--- src/mpchu_defines.svh ---
// register map, field positions, codes and reset values of the pwm unit
`ifndef MPCHU_DEFINES_SVH
`define MPCHU_DEFINES_SVH

// ----------------------------------------------------------------------
// register byte offsets
// ----------------------------------------------------------------------
`define MPCHU_CTRL    8'h00
`define MPCHU_TA_PER  8'h04
`define MPCHU_TB_PER  8'h08
`define MPCHU_TB_CMP  8'h0c
`define MPCHU_CH_VAL  8'h10
`define MPCHU_CH_SHD  8'h1c
`define MPCHU_MODE    8'h28
`define MPCHU_DT      8'h2c
`define MPCHU_HALL    8'h30
`define MPCHU_MOD     8'h34
`define MPCHU_STAT    8'h38
`define MPCHU_TA_CNT  8'h3c
`define MPCHU_TB_CNT  8'h40

// ----------------------------------------------------------------------
// control fields
// ----------------------------------------------------------------------
`define MPCHU_C_TA_RUN  0
`define MPCHU_C_TA_SS   1
`define MPCHU_C_TB_RUN  2
`define MPCHU_C_TB_SS   3
`define MPCHU_C_MC_EN   4
`define MPCHU_C_TB_SYN  6:5
`define MPCHU_C_TRANSFER_SOURCE_SELECT   9:7
`define MPCHU_C_TRANSFER_SYNC_SELECT   11:10
`define MPCHU_C_TRANSFER_ENABLE_FIELD    12
`define MPCHU_HALL_STR  15

// ----------------------------------------------------------------------
// channel mode codes
// ----------------------------------------------------------------------
`define MPCHU_M_CMP     4'h1
`define MPCHU_M_RISE    4'h2
`define MPCHU_M_FALL    4'h3
`define MPCHU_M_BOTH    4'h4
`define MPCHU_M_CMPCAP  4'h5
`define MPCHU_M_HALL    4'h8
`define MPCHU_M_HYST    4'h9

// ----------------------------------------------------------------------
// reset values and response codes
// ----------------------------------------------------------------------
`define MPCHU_PER_RST   16'hffff
`define MPCHU_DT_RST    8'h01
`define MPCHU_RESP_OK   2'b00
`define MPCHU_RESP_ERR  2'b10

`endif

--- src/mpchu_pkg.sv ---
// types of the pwm capture and hall unit
package mpchu_pkg;

    // hall sequencer: running or idled after a wrong pattern
    typedef enum logic {
        HALL_RUN,
        HALL_IDLE
    } mpchu_hall_t;

    // complete state of the unit
    typedef struct packed {
        logic [15:0]       ta_cnt;
        logic [15:0]       tb_cnt;
        logic [15:0]       ta_per;
        logic [15:0]       tb_per;
        logic [15:0]       tb_cmp;
        logic [2:0][15:0]  val;
        logic [2:0][15:0]  shd;
        logic [2:0][3:0]   msel;
        logic [2:0][7:0]   dtc;
        logic [7:0]        dt;
        logic [12:0]       ctrl;
        logic [2:0]        current_hall_pattern;
        logic [2:0]        expected_hall_pattern;
        logic [5:0]        output_enable_pattern;
        logic [2:0]        hs_current_hall_pattern;
        logic [2:0]        hs_expected_hall_pattern;
        logic [5:0]        hs_pat;
        logic [17:0]       modsel;
        logic [6:0]        stat;
        logic              pend;
        mpchu_hall_t       hall;
        logic [2:0]        pin_m;
        logic [2:0]        pin_s;
        logic [2:0]        pin_p;
        logic [2:0]        pos_m;
        logic [2:0]        pos_s;
        logic [2:0]        pos_p;
        logic              trap_m;
        logic              trap_s;
        logic [2:0]        cmp_p;
        logic [5:0]        pwm;
        logic              tbo;
        logic              aw_ok;
        logic              w_ok;
        logic [7:0]        awa;
        logic [31:0]       wd;
        logic [3:0]        ws;
        logic              bv;
        logic [1:0]        br;
        logic              rv;
        logic [1:0]        rr;
        logic [31:0]       rd;
    } mpchu_state_t;

endpackage : mpchu_pkg

--- src/mpchu_unit.sv ---
// two-timer pwm, capture and hall commutation unit with axi4-lite registers
`timescale 1ns/1ps
`default_nettype none
`include "mpchu_defines.svh"

// Functional notes
// - timer_a channels capture/compare; timer_b compare only
// - each channel owns an independent dead-time counter
// - selected pin edge captures count, sets flag
// - single-shot timer_a halts at period end
// - mode 1001 forces compare low on low position: high side off, low side on
// - timer_b starts on selected timer_a event
// - multichannel enable gates outputs by pattern
// - shadow pattern copies on selected timer event, or at once with no sync selected
// - per-line enables combine all modulation sources
// - trap state disables enabled output lines
// - hall shadow write with request asks transfer
// - mode 1000 filter samples hall at one
// - sample equal current pattern is ignored
// - expected pattern flags event, resets timer_a
// - hall transfer updates current and expected together
// - wrong pattern flags, idles, clears output pattern
// - brushless mode captures ch0, ch1/2 compare only
// - ch1 match triggers pattern transfer if enabled
// - ch2 match in brushless mode flags timeout
module mpchu_unit
    import mpchu_pkg::*;
(
    input  wire logic        aclk,
    input  wire logic        aresetn,
    input  wire logic [7:0]  s_axi_awaddr,
    input  wire logic        s_axi_awvalid,
    output logic             s_axi_awready,
    input  wire logic [31:0] s_axi_wdata,
    input  wire logic [3:0]  s_axi_wstrb,
    input  wire logic        s_axi_wvalid,
    output logic             s_axi_wready,
    output logic [1:0]       s_axi_bresp,
    output logic             s_axi_bvalid,
    input  wire logic        s_axi_bready,
    input  wire logic [7:0]  s_axi_araddr,
    input  wire logic        s_axi_arvalid,
    output logic             s_axi_arready,
    output logic [31:0]      s_axi_rdata,
    output logic [1:0]       s_axi_rresp,
    output logic             s_axi_rvalid,
    input  wire logic        s_axi_rready,
    input  wire logic [2:0]  channel_pin,
    input  wire logic [2:0]  position_input,
    input  wire logic        emergency_stop_input,
    output logic [5:0]       pwm_out,
    output logic             timer_b_out
);

    // ------------------------------------------------------------------
    // helpers
    // ------------------------------------------------------------------

    // channel mode runs the compare path
    function automatic logic is_cmp(input logic [3:0] m);
        return m == `MPCHU_M_CMP || m == `MPCHU_M_CMPCAP ||
               m == `MPCHU_M_HYST;
    endfunction : is_cmp

    // channel mode accepts this pin edge as capture event
    function automatic logic cap_hit(input logic [3:0] m,
                                     input logic r, input logic f);
        case (m)
            `MPCHU_M_RISE:   return r;
            `MPCHU_M_FALL:   return f;
            `MPCHU_M_BOTH,
            `MPCHU_M_CMPCAP: return r | f;
            default:         return 1'b0;
        endcase
    endfunction : cap_hit

    // byte-lane merge of a bus write
    function automatic logic [31:0] wmerge(input logic [31:0] o,
                                           input logic [31:0] d,
                                           input logic [3:0] b);
        logic [31:0] r;
        r = o;
        for (int k = 0; k < 4; k++) begin
            if (b[k]) begin
                r[8*k +: 8] = d[8*k +: 8];
            end
        end
        return r;
    endfunction : wmerge

    // ------------------------------------------------------------------
    // state
    // ------------------------------------------------------------------
    mpchu_state_t s;        // registered state
    mpchu_state_t next_s;   // next state
    logic [2:0]   rise;     // synced capture pin rising edges
    logic [2:0]   fall;     // synced capture pin falling edges
    logic [2:0]   cmpm;     // channel compare match events
    logic         ta_pm;    // timer_a period match
    logic         tb_pm;    // timer_b period match
    logic         hmode;    // brushless hall mode on channel 0
    logic         hsmp;     // hall filter sample point
    logic         correct_hall_event;      // correct hall event
    logic         wrong_hall_event;      // wrong hall event
    logic         src;      // selected transfer source fired
    logic         syn;      // selected transfer sync fired
    logic [31:0]  wv;       // merged write value
    logic [31:0]  rdv;      // read mux value
    logic         rhit;     // read address mapped
    logic         whit;     // write address mapped
    logic [2:0]   cmp;      // raw compare states
    logic [5:0]   tas;      // timer_a line signals after dead time
    logic         any;      // line has a timer source enabled
    logic         mv;       // line modulated value

    // ------------------------------------------------------------------
    // event decode from registered state
    // ------------------------------------------------------------------
    assign rise  = s.pin_s & ~s.pin_p;
    assign fall  = ~s.pin_s & s.pin_p;
    assign ta_pm = s.ctrl[`MPCHU_C_TA_RUN] && s.ta_cnt == s.ta_per;
    assign tb_pm = s.ctrl[`MPCHU_C_TB_RUN] && s.tb_cnt == s.tb_per;
    assign hmode = s.msel[0] == `MPCHU_M_HALL;
    assign hsmp  = hmode && s.dtc[0] == 8'h01;
    assign correct_hall_event   = hsmp && s.hall == HALL_RUN &&
                   s.pos_s != s.current_hall_pattern && s.pos_s == s.expected_hall_pattern;
    assign wrong_hall_event   = hsmp && s.hall == HALL_RUN &&
                   s.pos_s != s.current_hall_pattern && s.pos_s != s.expected_hall_pattern;
    assign wv    = wmerge(32'h0, s.wd, s.ws);

    // ------------------------------------------------------------------
    // next-state logic
    // ------------------------------------------------------------------
    always_comb begin
        next_s = s;
        cmpm   = '0;
        cmp    = '0;
        tas    = '0;
        rdv    = 32'h0;
        rhit   = 1'b1;
        whit   = 1'b1;
        src    = 1'b0;
        syn    = 1'b0;
        any    = 1'b0;
        mv     = 1'b0;

        // two-flop input synchronisers
        next_s.pin_m  = channel_pin;
        next_s.pin_s  = s.pin_m;
        next_s.pin_p  = s.pin_s;
        next_s.pos_m  = position_input;
        next_s.pos_s  = s.pos_m;
        next_s.pos_p  = s.pos_s;
        next_s.trap_m = emergency_stop_input;
        next_s.trap_s = s.trap_m;

        // bus: latch address and data in either order
        if (s_axi_awvalid && s_axi_awready) begin
            next_s.aw_ok = 1'b1;
            next_s.awa   = s_axi_awaddr;
        end
        if (s_axi_wvalid && s_axi_wready) begin
            next_s.w_ok = 1'b1;
            next_s.wd   = s_axi_wdata;
            next_s.ws   = s_axi_wstrb;
        end
        if (s.bv && s_axi_bready) begin
            next_s.bv = 1'b0;
        end

        // bus: perform write once both halves are held
        if (s.aw_ok && s.w_ok && !s.bv) begin
            next_s.aw_ok = 1'b0;
            next_s.w_ok  = 1'b0;
            next_s.bv    = 1'b1;
            case (s.awa)
                `MPCHU_CTRL:   next_s.ctrl = 13'(wmerge(32'(s.ctrl),
                                   s.wd, s.ws));
                `MPCHU_TA_PER: next_s.ta_per = 16'(wmerge(32'(s.ta_per),
                                   s.wd, s.ws));
                `MPCHU_TB_PER: next_s.tb_per = 16'(wmerge(32'(s.tb_per),
                                   s.wd, s.ws));
                `MPCHU_TB_CMP: next_s.tb_cmp = 16'(wmerge(32'(s.tb_cmp),
                                   s.wd, s.ws));
                `MPCHU_MODE:   next_s.msel = 12'(wmerge(32'(s.msel),
                                   s.wd, s.ws));
                `MPCHU_DT:     next_s.dt = 8'(wmerge(32'(s.dt),
                                   s.wd, s.ws));
                `MPCHU_MOD:    next_s.modsel = 18'(wmerge(32'(s.modsel),
                                   s.wd, s.ws));
                `MPCHU_STAT:   next_s.stat = s.stat & ~wv[6:0];
                `MPCHU_HALL: begin
                    // pattern shadow, current and expected shadow
                    if (s.ws[0]) next_s.hs_pat  = s.wd[5:0];
                    if (s.ws[1]) begin
                        next_s.hs_current_hall_pattern = s.wd[10:8];
                        next_s.hs_expected_hall_pattern = s.wd[14:12];
                        if (s.wd[`MPCHU_HALL_STR]) begin
                            next_s.pend = 1'b1;
                        end
                    end
                end
                default: begin
                    whit = 1'b0;
                    // compare values are written into the shadow
                    for (int i = 0; i < 3; i++) begin
                        if (s.awa == `MPCHU_CH_VAL + 8'(4*i) ||
                            s.awa == `MPCHU_CH_SHD + 8'(4*i)) begin
                            next_s.shd[i] = 16'(wmerge(32'(s.shd[i]),
                                s.wd, s.ws));
                            whit = 1'b1;
                        end
                    end
                end
            endcase
            next_s.br = whit ? `MPCHU_RESP_OK : `MPCHU_RESP_ERR;
        end

        // bus: read, one cycle after the address is taken
        if (s.rv && s_axi_rready) begin
            next_s.rv = 1'b0;
        end
        case (s_axi_araddr)
            `MPCHU_CTRL:   rdv = 32'(s.ctrl);
            `MPCHU_TA_PER: rdv = 32'(s.ta_per);
            `MPCHU_TB_PER: rdv = 32'(s.tb_per);
            `MPCHU_TB_CMP: rdv = 32'(s.tb_cmp);
            `MPCHU_MODE:   rdv = 32'(s.msel);
            `MPCHU_DT:     rdv = 32'(s.dt);
            `MPCHU_MOD:    rdv = 32'(s.modsel);
            `MPCHU_STAT:   rdv = {24'h0, s.hall == HALL_IDLE, s.stat};
            `MPCHU_TA_CNT: rdv = 32'(s.ta_cnt);
            `MPCHU_TB_CNT: rdv = 32'(s.tb_cnt);
            `MPCHU_HALL:   rdv = {1'b0, s.expected_hall_pattern, 1'b0, s.current_hall_pattern,
                                  2'b0, s.output_enable_pattern, 1'b0, s.hs_expected_hall_pattern,
                                  1'b0, s.hs_current_hall_pattern, 2'b0, s.hs_pat};
            default: begin
                rhit = 1'b0;
                for (int i = 0; i < 3; i++) begin
                    if (s_axi_araddr == `MPCHU_CH_VAL + 8'(4*i)) begin
                        rdv  = 32'(s.val[i]);
                        rhit = 1'b1;
                    end
                    if (s_axi_araddr == `MPCHU_CH_SHD + 8'(4*i)) begin
                        rdv  = 32'(s.shd[i]);
                        rhit = 1'b1;
                    end
                end
            end
        endcase
        if (s_axi_arvalid && s_axi_arready) begin
            next_s.rv = 1'b1;
            next_s.rd = rdv;
            next_s.rr = rhit ? `MPCHU_RESP_OK : `MPCHU_RESP_ERR;
        end

        // timer_a: edge-aligned up count, shadow load at period
        if (s.ctrl[`MPCHU_C_TA_RUN]) begin
            if (ta_pm) begin
                next_s.ta_cnt = 16'h0;
                next_s.val    = s.shd;
                if (s.ctrl[`MPCHU_C_TA_SS]) begin
                    next_s.ctrl[`MPCHU_C_TA_RUN] = 1'b0;
                end
            end else begin
                next_s.ta_cnt = s.ta_cnt + 16'h1;
            end
        end

        // channels: compare state, match, capture, dead time
        for (int i = 0; i < 3; i++) begin
            cmp[i]  = is_cmp(s.msel[i]) && s.ta_cnt < s.val[i];
            cmpm[i] = s.ctrl[`MPCHU_C_TA_RUN] && s.ta_cnt == s.val[i];
            if (s.msel[i] == `MPCHU_M_HYST && !s.pos_s[i]) begin
                cmp[i] = 1'b0;
            end
            if (cap_hit(s.msel[i], rise[i], fall[i])) begin
                next_s.val[i]  = s.ta_cnt;
                next_s.shd[i]  = s.ta_cnt;
                next_s.stat[i] = 1'b1;
            end
            next_s.cmp_p[i] = cmp[i];
            if (i == 0 && hmode) begin
                // channel 0 counter acts as the hall noise filter
                if (s.pos_s != s.pos_p) begin
                    next_s.dtc[0] = (s.dt == 8'h0) ? 8'h1 : s.dt;
                end else if (s.dtc[0] != 8'h0) begin
                    next_s.dtc[0] = s.dtc[0] - 8'h1;
                end
            end else if (cmp[i] != s.cmp_p[i]) begin
                next_s.dtc[i] = s.dt;
            end else if (s.dtc[i] != 8'h0) begin
                next_s.dtc[i] = s.dtc[i] - 8'h1;
            end
            // high side on compare, low side on its complement
            tas[2*i]   = cmp[i] && s.dtc[i] == 8'h0;
            tas[2*i+1] = !cmp[i] && is_cmp(s.msel[i]) &&
                         s.dtc[i] == 8'h0;
        end
        if (hmode) begin
            tas = '0;
            if (cmpm[2]) begin
                next_s.stat[5] = 1'b1;
            end
        end

        // hall: correct event captures speed and restarts timer_a
        if (correct_hall_event) begin
            next_s.stat[3] = 1'b1;
            next_s.ta_cnt  = 16'h0;
            next_s.val[0]  = s.ta_cnt;
            next_s.shd[0]  = s.ta_cnt;
        end

        // timer_b: start on selected timer_a event, compare only
        if (!s.ctrl[`MPCHU_C_TB_RUN] &&
            ((s.ctrl[`MPCHU_C_TB_SYN] == 2'd1 && ta_pm) ||
             (s.ctrl[`MPCHU_C_TB_SYN] == 2'd2 && cmpm[0]))) begin
            next_s.ctrl[`MPCHU_C_TB_RUN] = 1'b1;
            next_s.tb_cnt = 16'h0;
        end else if (s.ctrl[`MPCHU_C_TB_RUN]) begin
            if (tb_pm) begin
                next_s.tb_cnt = 16'h0;
                if (s.ctrl[`MPCHU_C_TB_SS]) begin
                    next_s.ctrl[`MPCHU_C_TB_RUN] = 1'b0;
                end
            end else begin
                next_s.tb_cnt = s.tb_cnt + 16'h1;
            end
        end
        next_s.tbo = s.ctrl[`MPCHU_C_TB_RUN] && s.tb_cnt < s.tb_cmp;

        // pattern transfer: source arms, sync event copies
        case (s.ctrl[`MPCHU_C_TRANSFER_SOURCE_SELECT])
            3'd1:    src = ta_pm;
            3'd2:    src = tb_pm;
            3'd3:    src = correct_hall_event;
            3'd4:    src = hmode && cmpm[1] &&
                           s.ctrl[`MPCHU_C_TRANSFER_ENABLE_FIELD];
            default: src = 1'b0;
        endcase
        case (s.ctrl[`MPCHU_C_TRANSFER_SYNC_SELECT])
            2'd1:    syn = ta_pm;
            2'd2:    syn = tb_pm;
            default: syn = 1'b1;
        endcase
        if (src && s.hall == HALL_RUN) begin
            next_s.pend = 1'b1;
        end
        if (s.pend && syn) begin
            next_s.pend = 1'b0;
            next_s.output_enable_pattern = s.hs_pat;
            next_s.current_hall_pattern = s.hs_current_hall_pattern;
            next_s.expected_hall_pattern = s.hs_expected_hall_pattern;
            next_s.hall = HALL_RUN;
        end
        if (wrong_hall_event) begin
            next_s.stat[4] = 1'b1;
            next_s.hall    = HALL_IDLE;
            next_s.output_enable_pattern    = 6'h0;
            next_s.pend    = 1'b0;
        end

        // trap flag, sticky until cleared while input stays inactive
        if (s.trap_s) begin
            next_s.stat[6] = 1'b1;
        end

        // output combining per line
        for (int i = 0; i < 6; i++) begin
            any = s.modsel[i] | s.modsel[6+i];
            mv  = (s.modsel[i] & tas[i]) |
                  (s.modsel[6+i] & s.tbo);
            if (s.ctrl[`MPCHU_C_MC_EN]) begin
                mv = (any ? mv : 1'b1) & s.output_enable_pattern[i];
            end
            if (s.modsel[12+i] && s.trap_s) begin
                mv = 1'b0;
            end
            next_s.pwm[i] = mv;
        end
    end

    // ------------------------------------------------------------------
    // state register
    // ------------------------------------------------------------------
    always_ff @(posedge aclk) begin
        if (!aresetn) begin
            s        <= '0;
            s.ta_per <= `MPCHU_PER_RST;
            s.tb_per <= `MPCHU_PER_RST;
            s.dt     <= `MPCHU_DT_RST;
            s.hall   <= HALL_RUN;
        end else begin
            s <= next_s;
        end
    end

    // ------------------------------------------------------------------
    // outputs
    // ------------------------------------------------------------------
    assign s_axi_awready = !s.aw_ok && !s.bv;
    assign s_axi_wready  = !s.w_ok && !s.bv;
    assign s_axi_bvalid  = s.bv;
    assign s_axi_bresp   = s.br;
    assign s_axi_arready = !s.rv;
    assign s_axi_rvalid  = s.rv;
    assign s_axi_rdata   = s.rd;
    assign s_axi_rresp   = s.rr;
    assign pwm_out       = s.pwm;
    assign timer_b_out   = s.tbo;

endmodule : mpchu_unit
`default_nettype wire

--- config.mk ---
export PLATFORM = sky130hd
export DESIGN_NAME = mpchu_unit
export DESIGN_NICKNAME = d
export VERILOG_FILES = /design/src/mpchu_pkg.sv /design/src/mpchu_unit.sv
export VERILOG_INCLUDE_DIRS = /design/src
export SDC_FILE = /design/constraint.sdc
export NUM_CORES = 1
export LEC_CHECK = 0
export BUFFER_PORTS_ARGS = -buffer_cell sky130_fd_sc_hd__buf_2
export CAP_MARGIN = 5
export CORE_MARGIN = 10
export CORE_UTILIZATION = 40
export DETAILED_ROUTE_END_ITERATION = 8
export PLACE_DENSITY = 0.57
export SYNTH_ARGS = -nofsm -noshare
export SYNTH_HDL_FRONTEND = slang
export SYNTH_SLANG_ARGS = --single-unit
export TNS_END_PERCENT = 20
--- constraint.sdc ---
create_clock -name aclk -period 2.7 [get_ports aclk]
set_clock_uncertainty 0.05 [all_clocks]
set_input_delay 0.54 -clock aclk [delete_from_list [all_inputs] [get_ports aclk]]
set_output_delay 0.54 -clock aclk [all_outputs]
set_load 0.01 [all_outputs]
# Yosys cells after proc, flatten, opt, wreduce, memory -nomap -nowiden
# Cells that the tools add are included.
[classes] n_addsub=5 n_lt_le_gt_ge=4 n_eq_ne=73 mux=104 n_bitwise=41 reduce_logical=163
[op_table] cell="32-bit one-hot mux with 11 select lines" count=1
[op_table] cell="16-bit two-way mux" count=14
[op_table] cell="32-bit two-way mux" count=5
[op_table] cell="48-bit two-way mux" count=3
[op_table] cell="8-bit by 6-bit == test with 1-bit output, second input constant" count=15
[op_table] cell="8-bit two-way mux" count=13
[op_table] cell="16-bit == test" count=5
[op_table] cell="8-bit by 5-bit == test with 1-bit output, second input constant" count=8
[op_table] cell="16-bit < comparator" count=4
[op_table] cell="2-bit nonzero test" count=31
[op_table] cell="60-bit two-way mux" count=1
[op_table] cell="1-bit two-way mux" count=50
[op_table] cell="1-bit logical AND" count=48
[op_table] cell="8-bit zero test" count=6
[op_table] cell="3-bit AND reduction" count=16
[op_table] cell="35-bit two-way mux" count=1
[op_table] cell="16-bit by 1-bit adder with 16-bit output, second input constant" count=2
[op_table] cell="8-bit by 4-bit == test with 1-bit output, second input constant" count=4
[op_table] cell="4-bit AND reduction" count=7
[op_table] cell="2-bit OR reduction" count=13
[op_table] cell="4-bit by 2-bit == test with 1-bit output, second input constant" count=6
[op_table] cell="4-bit by 3-bit == test with 1-bit output, second input constant" count=6
[op_table] cell="8-bit nonzero test" count=3
[op_table] cell="8-bit by 1-bit subtractor with 8-bit output, second input constant" count=3
[op_table] cell="other kinds (38)" count=125
[word_totals] reg_bits=383 input_bits=66 output_inout_bits=48 word_cells=461

# Longest topological paths before layout
[depth] ltp_word=14 ltp_mapped=11 mapped_depth_nobuf=9

# Worst setup path before layout
# No wires, ideal clock.
[synth_path] kind="flip-flop to flip-flop" startpoint="register s[382] (netlist bit)" endpoint="register s[192] (netlist bit)" setup_time_ns=0.116 arrival_time_ns=2.278 required_ns=2.534 slack_ns=0.256 stages_incl_launch_ff=12 n_path_buf=2 period_less_slack_ns=2.444 path_cell_list="dfxtp_1 -> clkbuf_1 -> inv_1 -> ha_1 -> nor2b_1 -> o211ai_1 -> a2111oi_0 -> nor4_2 -> xnor2_1 -> o21a_1 -> buf_2 -> o211a_1"
[synth_between] elab_chain_len=6
[synth_lines] item="start, declared" line_no="mpchu_unit.sv:94" source="mpchu_state_t s;"
[synth_lines] item="start signal, assigned" line_no="mpchu_unit.sv:395" source="s <= next_s;"
[synth_lines] item="16-bit < comparator" line_no="mpchu_unit.sv:272" source="cmp[i] = is_cmp(s.msel[i]) && s.ta_cnt < s.val[i];"
[synth_lines] item="1-bit logical AND" line_no="mpchu_unit.sv:272"
[synth_lines] item="1-bit two-way mux" line_no="mpchu_unit.sv:274" source="if (s.msel[i] == `MPCHU_M_HYST && !s.pos_s[i]) begin"
[synth_lines] item="1-bit inequality test" line_no="mpchu_unit.sv:290" source="end else if (cmp[i] != s.cmp_p[i]) begin"
[synth_lines] item="8-bit two-way mux" line_no="mpchu_unit.sv:290"
[synth_lines] item="8-bit two-way mux" line_no="mpchu_unit.sv:283" source="if (i == 0 && hmode) begin"
# No other way between the ends.
# A chain may end at the register's enable or synchronous reset.

# Worst setup path in the final report
[layout_path] startpoint="input port s_axi_araddr[5]" endpoint="register s (netlist bit s_axi_rdata[3])"
[layout_between] elab_chain_len=8 word_cells_on_any_way=24 classes_between="eq/ne: 16; mux: 7; reduce/logical: 1"
[layout_lines] item="start, declared" line_no="mpchu_unit.sv:41" source="input wire logic [7:0] s_axi_araddr,"
[layout_lines] item="8-bit by 5-bit == test with 1-bit output" line_no="mpchu_unit.sv:240" source="if (s_axi_araddr == `MPCHU_CH_VAL + 8'(4*i)) begin"
[layout_lines] item="16-bit two-way mux" line_no="mpchu_unit.sv:240"
[layout_lines] item="32-bit two-way mux" line_no="mpchu_unit.sv:244" source="if (s_axi_araddr == `MPCHU_CH_SHD + 8'(4*i)) begin"
[layout_lines] item="32-bit two-way mux" line_no="mpchu_unit.sv:240"
[layout_lines] item="32-bit two-way mux" line_no="mpchu_unit.sv:244"
[layout_lines] item="32-bit two-way mux" line_no="mpchu_unit.sv:240"
[layout_lines] item="32-bit two-way mux" line_no="mpchu_unit.sv:244"
[layout_lines] item="32-bit one-hot mux with 11 select lines *" line_no="mpchu_unit.sv:223" source="case (s_axi_araddr)"
# Every way passes the cells marked *; elsewhere a longest branch is shown, timed or not.

==> results.md <==
- Chip Width: 240 microns
- DIE AREA: 0.0578 sq mm
- Antenna violations before repair: 3
- Non-Filler Instances: 3265
- Period minus WS final: 2.62 ns
- FMAX: 0.382 GHz
- Drt wl/cell: 26.2 microns
- DPL Wire Length: 65600 microns
- Worst path required time: 3.12 ns
- IO buf count: 92
- Layout fillers: 4733
- Die height: 240 microns
- Vias/cell: 5.90
- Fin crit share: 0.970
- Clk slew on worst S/H paths: 0.06 ns
- Synthesized flop and latch total: 377
- Crit path largest cell delay: 0.66 ns
- Critical-path top delay cell: a2111oi_0
- HP Class: in -> reg
- CORE AREA: 0.0478 sq mm
- Worst-Skew Late Latency: 0.59 ns
- Pwr dens: 601 mW/mm^2
- Fin. max-slew vios: 0
- Sw Share: 0.273
- Worst-Margin Slew: 1.16 ns
- H-tree depth: 2
- Yosys warning total: 0
- CP top delay family: buffers and inverters
- Worst Setup Start Kind: input pin
- Largest net degree at the start of global routing: 61
- Sequential share of power: 0.430
- Post-synth EDFFs: 0
- Count of final setup violators: 0
- DRT Wirelength: 85600 microns
- # diodes: 0
- Num rows: 80
- Gr ovfl total: 0
- Critical Path AT: 3.04 ns
- CP most frequent cell: buf_4
- Worst path bufs/invs: 5
- Lkg Pwr: 9.23 nW
- VDD IR max: 0.383 mV
- Share of post-route cells with drive strength above 1: 0.162
- Ys flop type: dfxtp_1
- Clk root buf: clkbuf_16
- CTS Buf Count: 44
- Initial drt markers: 2110
- Critical Path End Type: flop
- Critical path class: in -> reg
- # IOs: 114
- Async set-reset flop share out of synthesis: 0
- CTS tree: built
- Antenna viol nets, final: 0
- Worst-path maximum fanout: 4
- DRC errors left: 0
- Routed via count: 19300
- Yosys cell types: 84
- Final setup TNS: 0 ns
- Nets: 2763
- Placed insts: 3188
- Comb power frac: 0.133
- GRT Total Usage: 0.291
- Syn avg cell area: 7.95 sq um
- Clk sinks: 377
- P_int: 10.1 mW
- Outcome: complete, no violations
- First-pass GRT wire length: 124000 microns
- Layout area overhead: 19.5%
- Post-synthesis cell count: 2443
- Sequential share of the synthesized area: 0.389
- Placer Congestion: 1.05
- Starting Density: 0.406
- DRT Pass-1 Iters: 8
- Clk buf depth: 3
- Vias in the first global route: 18300
- CP cell instances: buf_2 -> nor4b_2 -> buf_4 -> nand2_1 -> buf_4 -> o211ai_1 -> buf_4 -> nand3_1 -> a2111oi_0 -> buf_4 -> nor2_1
- Psw: 3.81 mW
- Clock network power share: 0.437
- Post-Syn Area: 0.0194 sq mm
- Fin. Hold Viols: 0
- Slew headroom: 0.226
- Max_cap viols: 0
-- layout by cell type (no fill, tap or decap), types with 21 or more instances in the layout --
| cell | Yosys | final |
|---|---|---|
| a21oi_1 | 248 | 247 |
| a22oi_1 | 41 | 41 |
| a31oi_1 | 62 | 62 |
| and2_1 | 22 | 22 |
| buf_2 | 21 | 91 |
| buf_4 | 44 | 215 |
| clkbuf_16 | 0 | 46 |
| dfxtp_1 | 377 | 377 |
| ha_1 | 77 | 77 |
| inv_1 | 91 | 90 |
| mux2i_1 | 101 | 101 |
| nand2_1 | 377 | 377 |
| nand3_1 | 110 | 110 |
| nand4_1 | 21 | 21 |
| nor2_1 | 228 | 228 |
| nor3_1 | 36 | 36 |
| o211ai_1 | 21 | 21 |
| o21ai_0 | 114 | 113 |
| xnor2_1 | 42 | 42 |
| xor2_1 | 41 | 41 |
-- layout make-up --
cell class                      count  area (sq um)  share of cell area
Tap cell                          615           769              0.0332
Clock inverter                     16           195             0.00841
Inverter                           93           355              0.0153
Sequential cell                   377          7550               0.325
Timing Repair Buffer              323          2410               0.104
Multi-Input combinational cell   1781         10700               0.460
Clock buffer                       60          1240              0.0535
-- cell usage after synthesis (8+ instances only) --
master     count  area (sq um)
a2111oi_0     13           114
a211oi_1      14           105
a21o_1         8          60.1
a21oi_1      248          1240
a221oi_1      14           123
a222oi_1       8          80.1
a22oi_1       41           308
a31oi_1       62           388
and2_1        22           138
and3_1        16           100
buf_1         11          41.3
buf_2         21           105
buf_4         44           330
clkbuf_1     121           454
dfxtp_1      377          7550
ha_1          77           963
inv_1         91           342
mux2i_1      101          1010
nand2_1      377          1420
nand2b_1      15          93.8
nand3_1      110           551
nand4_1       21           131
nor2_1       228           856
nor2b_1       10          62.6
nor3_1        36           180
nor3b_1       11          82.6
nor4_1        13          81.3
o211ai_1      21           158
o21ai_0      114           571
o22ai_1       16           100
xnor2_1       42           368
xor2_1        41           359
-- power by group through the flow --
stage / Sequential (mW) / Combinational [mW] / Clock, mW
floorplan: 6.02 / 1.25 / 0
global placement: 6.10 / 1.79 / 0
detailed placement: 6.10 / 1.83 / 0
CTS: 5.99 / 1.85 / 6.18
global route: 6.02 / 2.06 / 6.39
finish: 5.99 / 1.86 / 6.10
-- final timing paths --
check | start | endpoint | slack (ns) | cells past startpoint
worst max-delay path | s_axi_araddr[5] | s_axi_rdata[3]$_SDFFE_PN0P_ | 0.08 | 11
worst min-delay path | s_axi_rready | s_axi_rvalid$_SDFFE_PN0P_ | 0.09 | 2
worst min register to register | next_s[109]$_SDFF_PN0_ | next_s[106]$_SDFF_PN0_ | 0.38 | 1
worst max register to register | s[311]$_SDFFE_PN0P_ | s[207]$_SDFFE_PN0P_ | 0.14 | 12
-- state kept, by name (all words and copies together) (netlist names) --
| signal | count |
|---|---|
| s_axi_rdata | 28 |
| next_s | 13 |
| s | 325 |
| timer_b_out | 1 |
| s_axi_bvalid | 1 |
| s_axi_bresp | 1 |
| s_axi_rresp | 1 |
| pwm_out | 6 |
| s_axi_rvalid | 1 |
-- metal layers --
layer | part of all wire | vias to the layer above | GRT usage
met5 | 0.00036 | - | 0
met4 | 0.050 | 4 | 0.135
met3 | 0.088 | 205 | 0.0563
met2 | 0.45 | 897 | 0.459
met1 | 0.42 | 9266 | 0.376
li1 | - | 8889 | -
-- worst reg2reg max path, stage by stage, from the launching register on --
cell and delay [ns]:
dfxtp_1 0.36, inv_1 0.06, ha_1 0.30, nand4_1 0.23
nor4_2 0.32, buf_4 0.17, inv_1 0.04, o221ai_2 0.14
buf_4 0.19, xor2_4 0.17, buf_12 0.15, mux2i_1 0.19
nor2_1 0.06
-- cell families after synthesis --
| logic type | count (synthesis) | share of synthesized area |
|---|---|---|
| compound gates | 607 | 0.190 |
| xor+xnor | 84 | 0.0388 |
| fa+ha+maj | 77 | 0.0496 |
| buf+inv | 290 | 0.0659 |
| flops | 377 | 0.389 |
| mux | 106 | 0.0555 |
| other cells | 1 | 0.000193 |
| simple gates | 901 | 0.212 |
-- what timing repair did --
| action | in CTS | in global routing |
|---|---|---|
| hold buffers | 0 | 0 |
| resized for setup | 0 | 9 |
| buffers inserted | 0 | 0 |
| endpoints found under the hold margin | 0 | 0 |
| setup endpoints to repair | 0 | 23 |
-- metrics by stage --
step	total power [mW]	util	setup slack, ns	hold slack (ns)	area [sq um]
6_report	14.0	0.485	0.0821	0.0908	23200
5_1_grt	14.5	0.485	-0.0439	0.0931	23200
4_1_cts	14.0	0.484	0.0187	0.0707	23200
3_5_place_dp	7.94	0.454	-0.508	0.370	21700
3_3_place_gp	7.89	0.454	-0.494	0.371	21700
2_1_floorplan	7.27	-	0.256	0.362	19400
No activity file was read; power rests on OpenSTA's default activity.
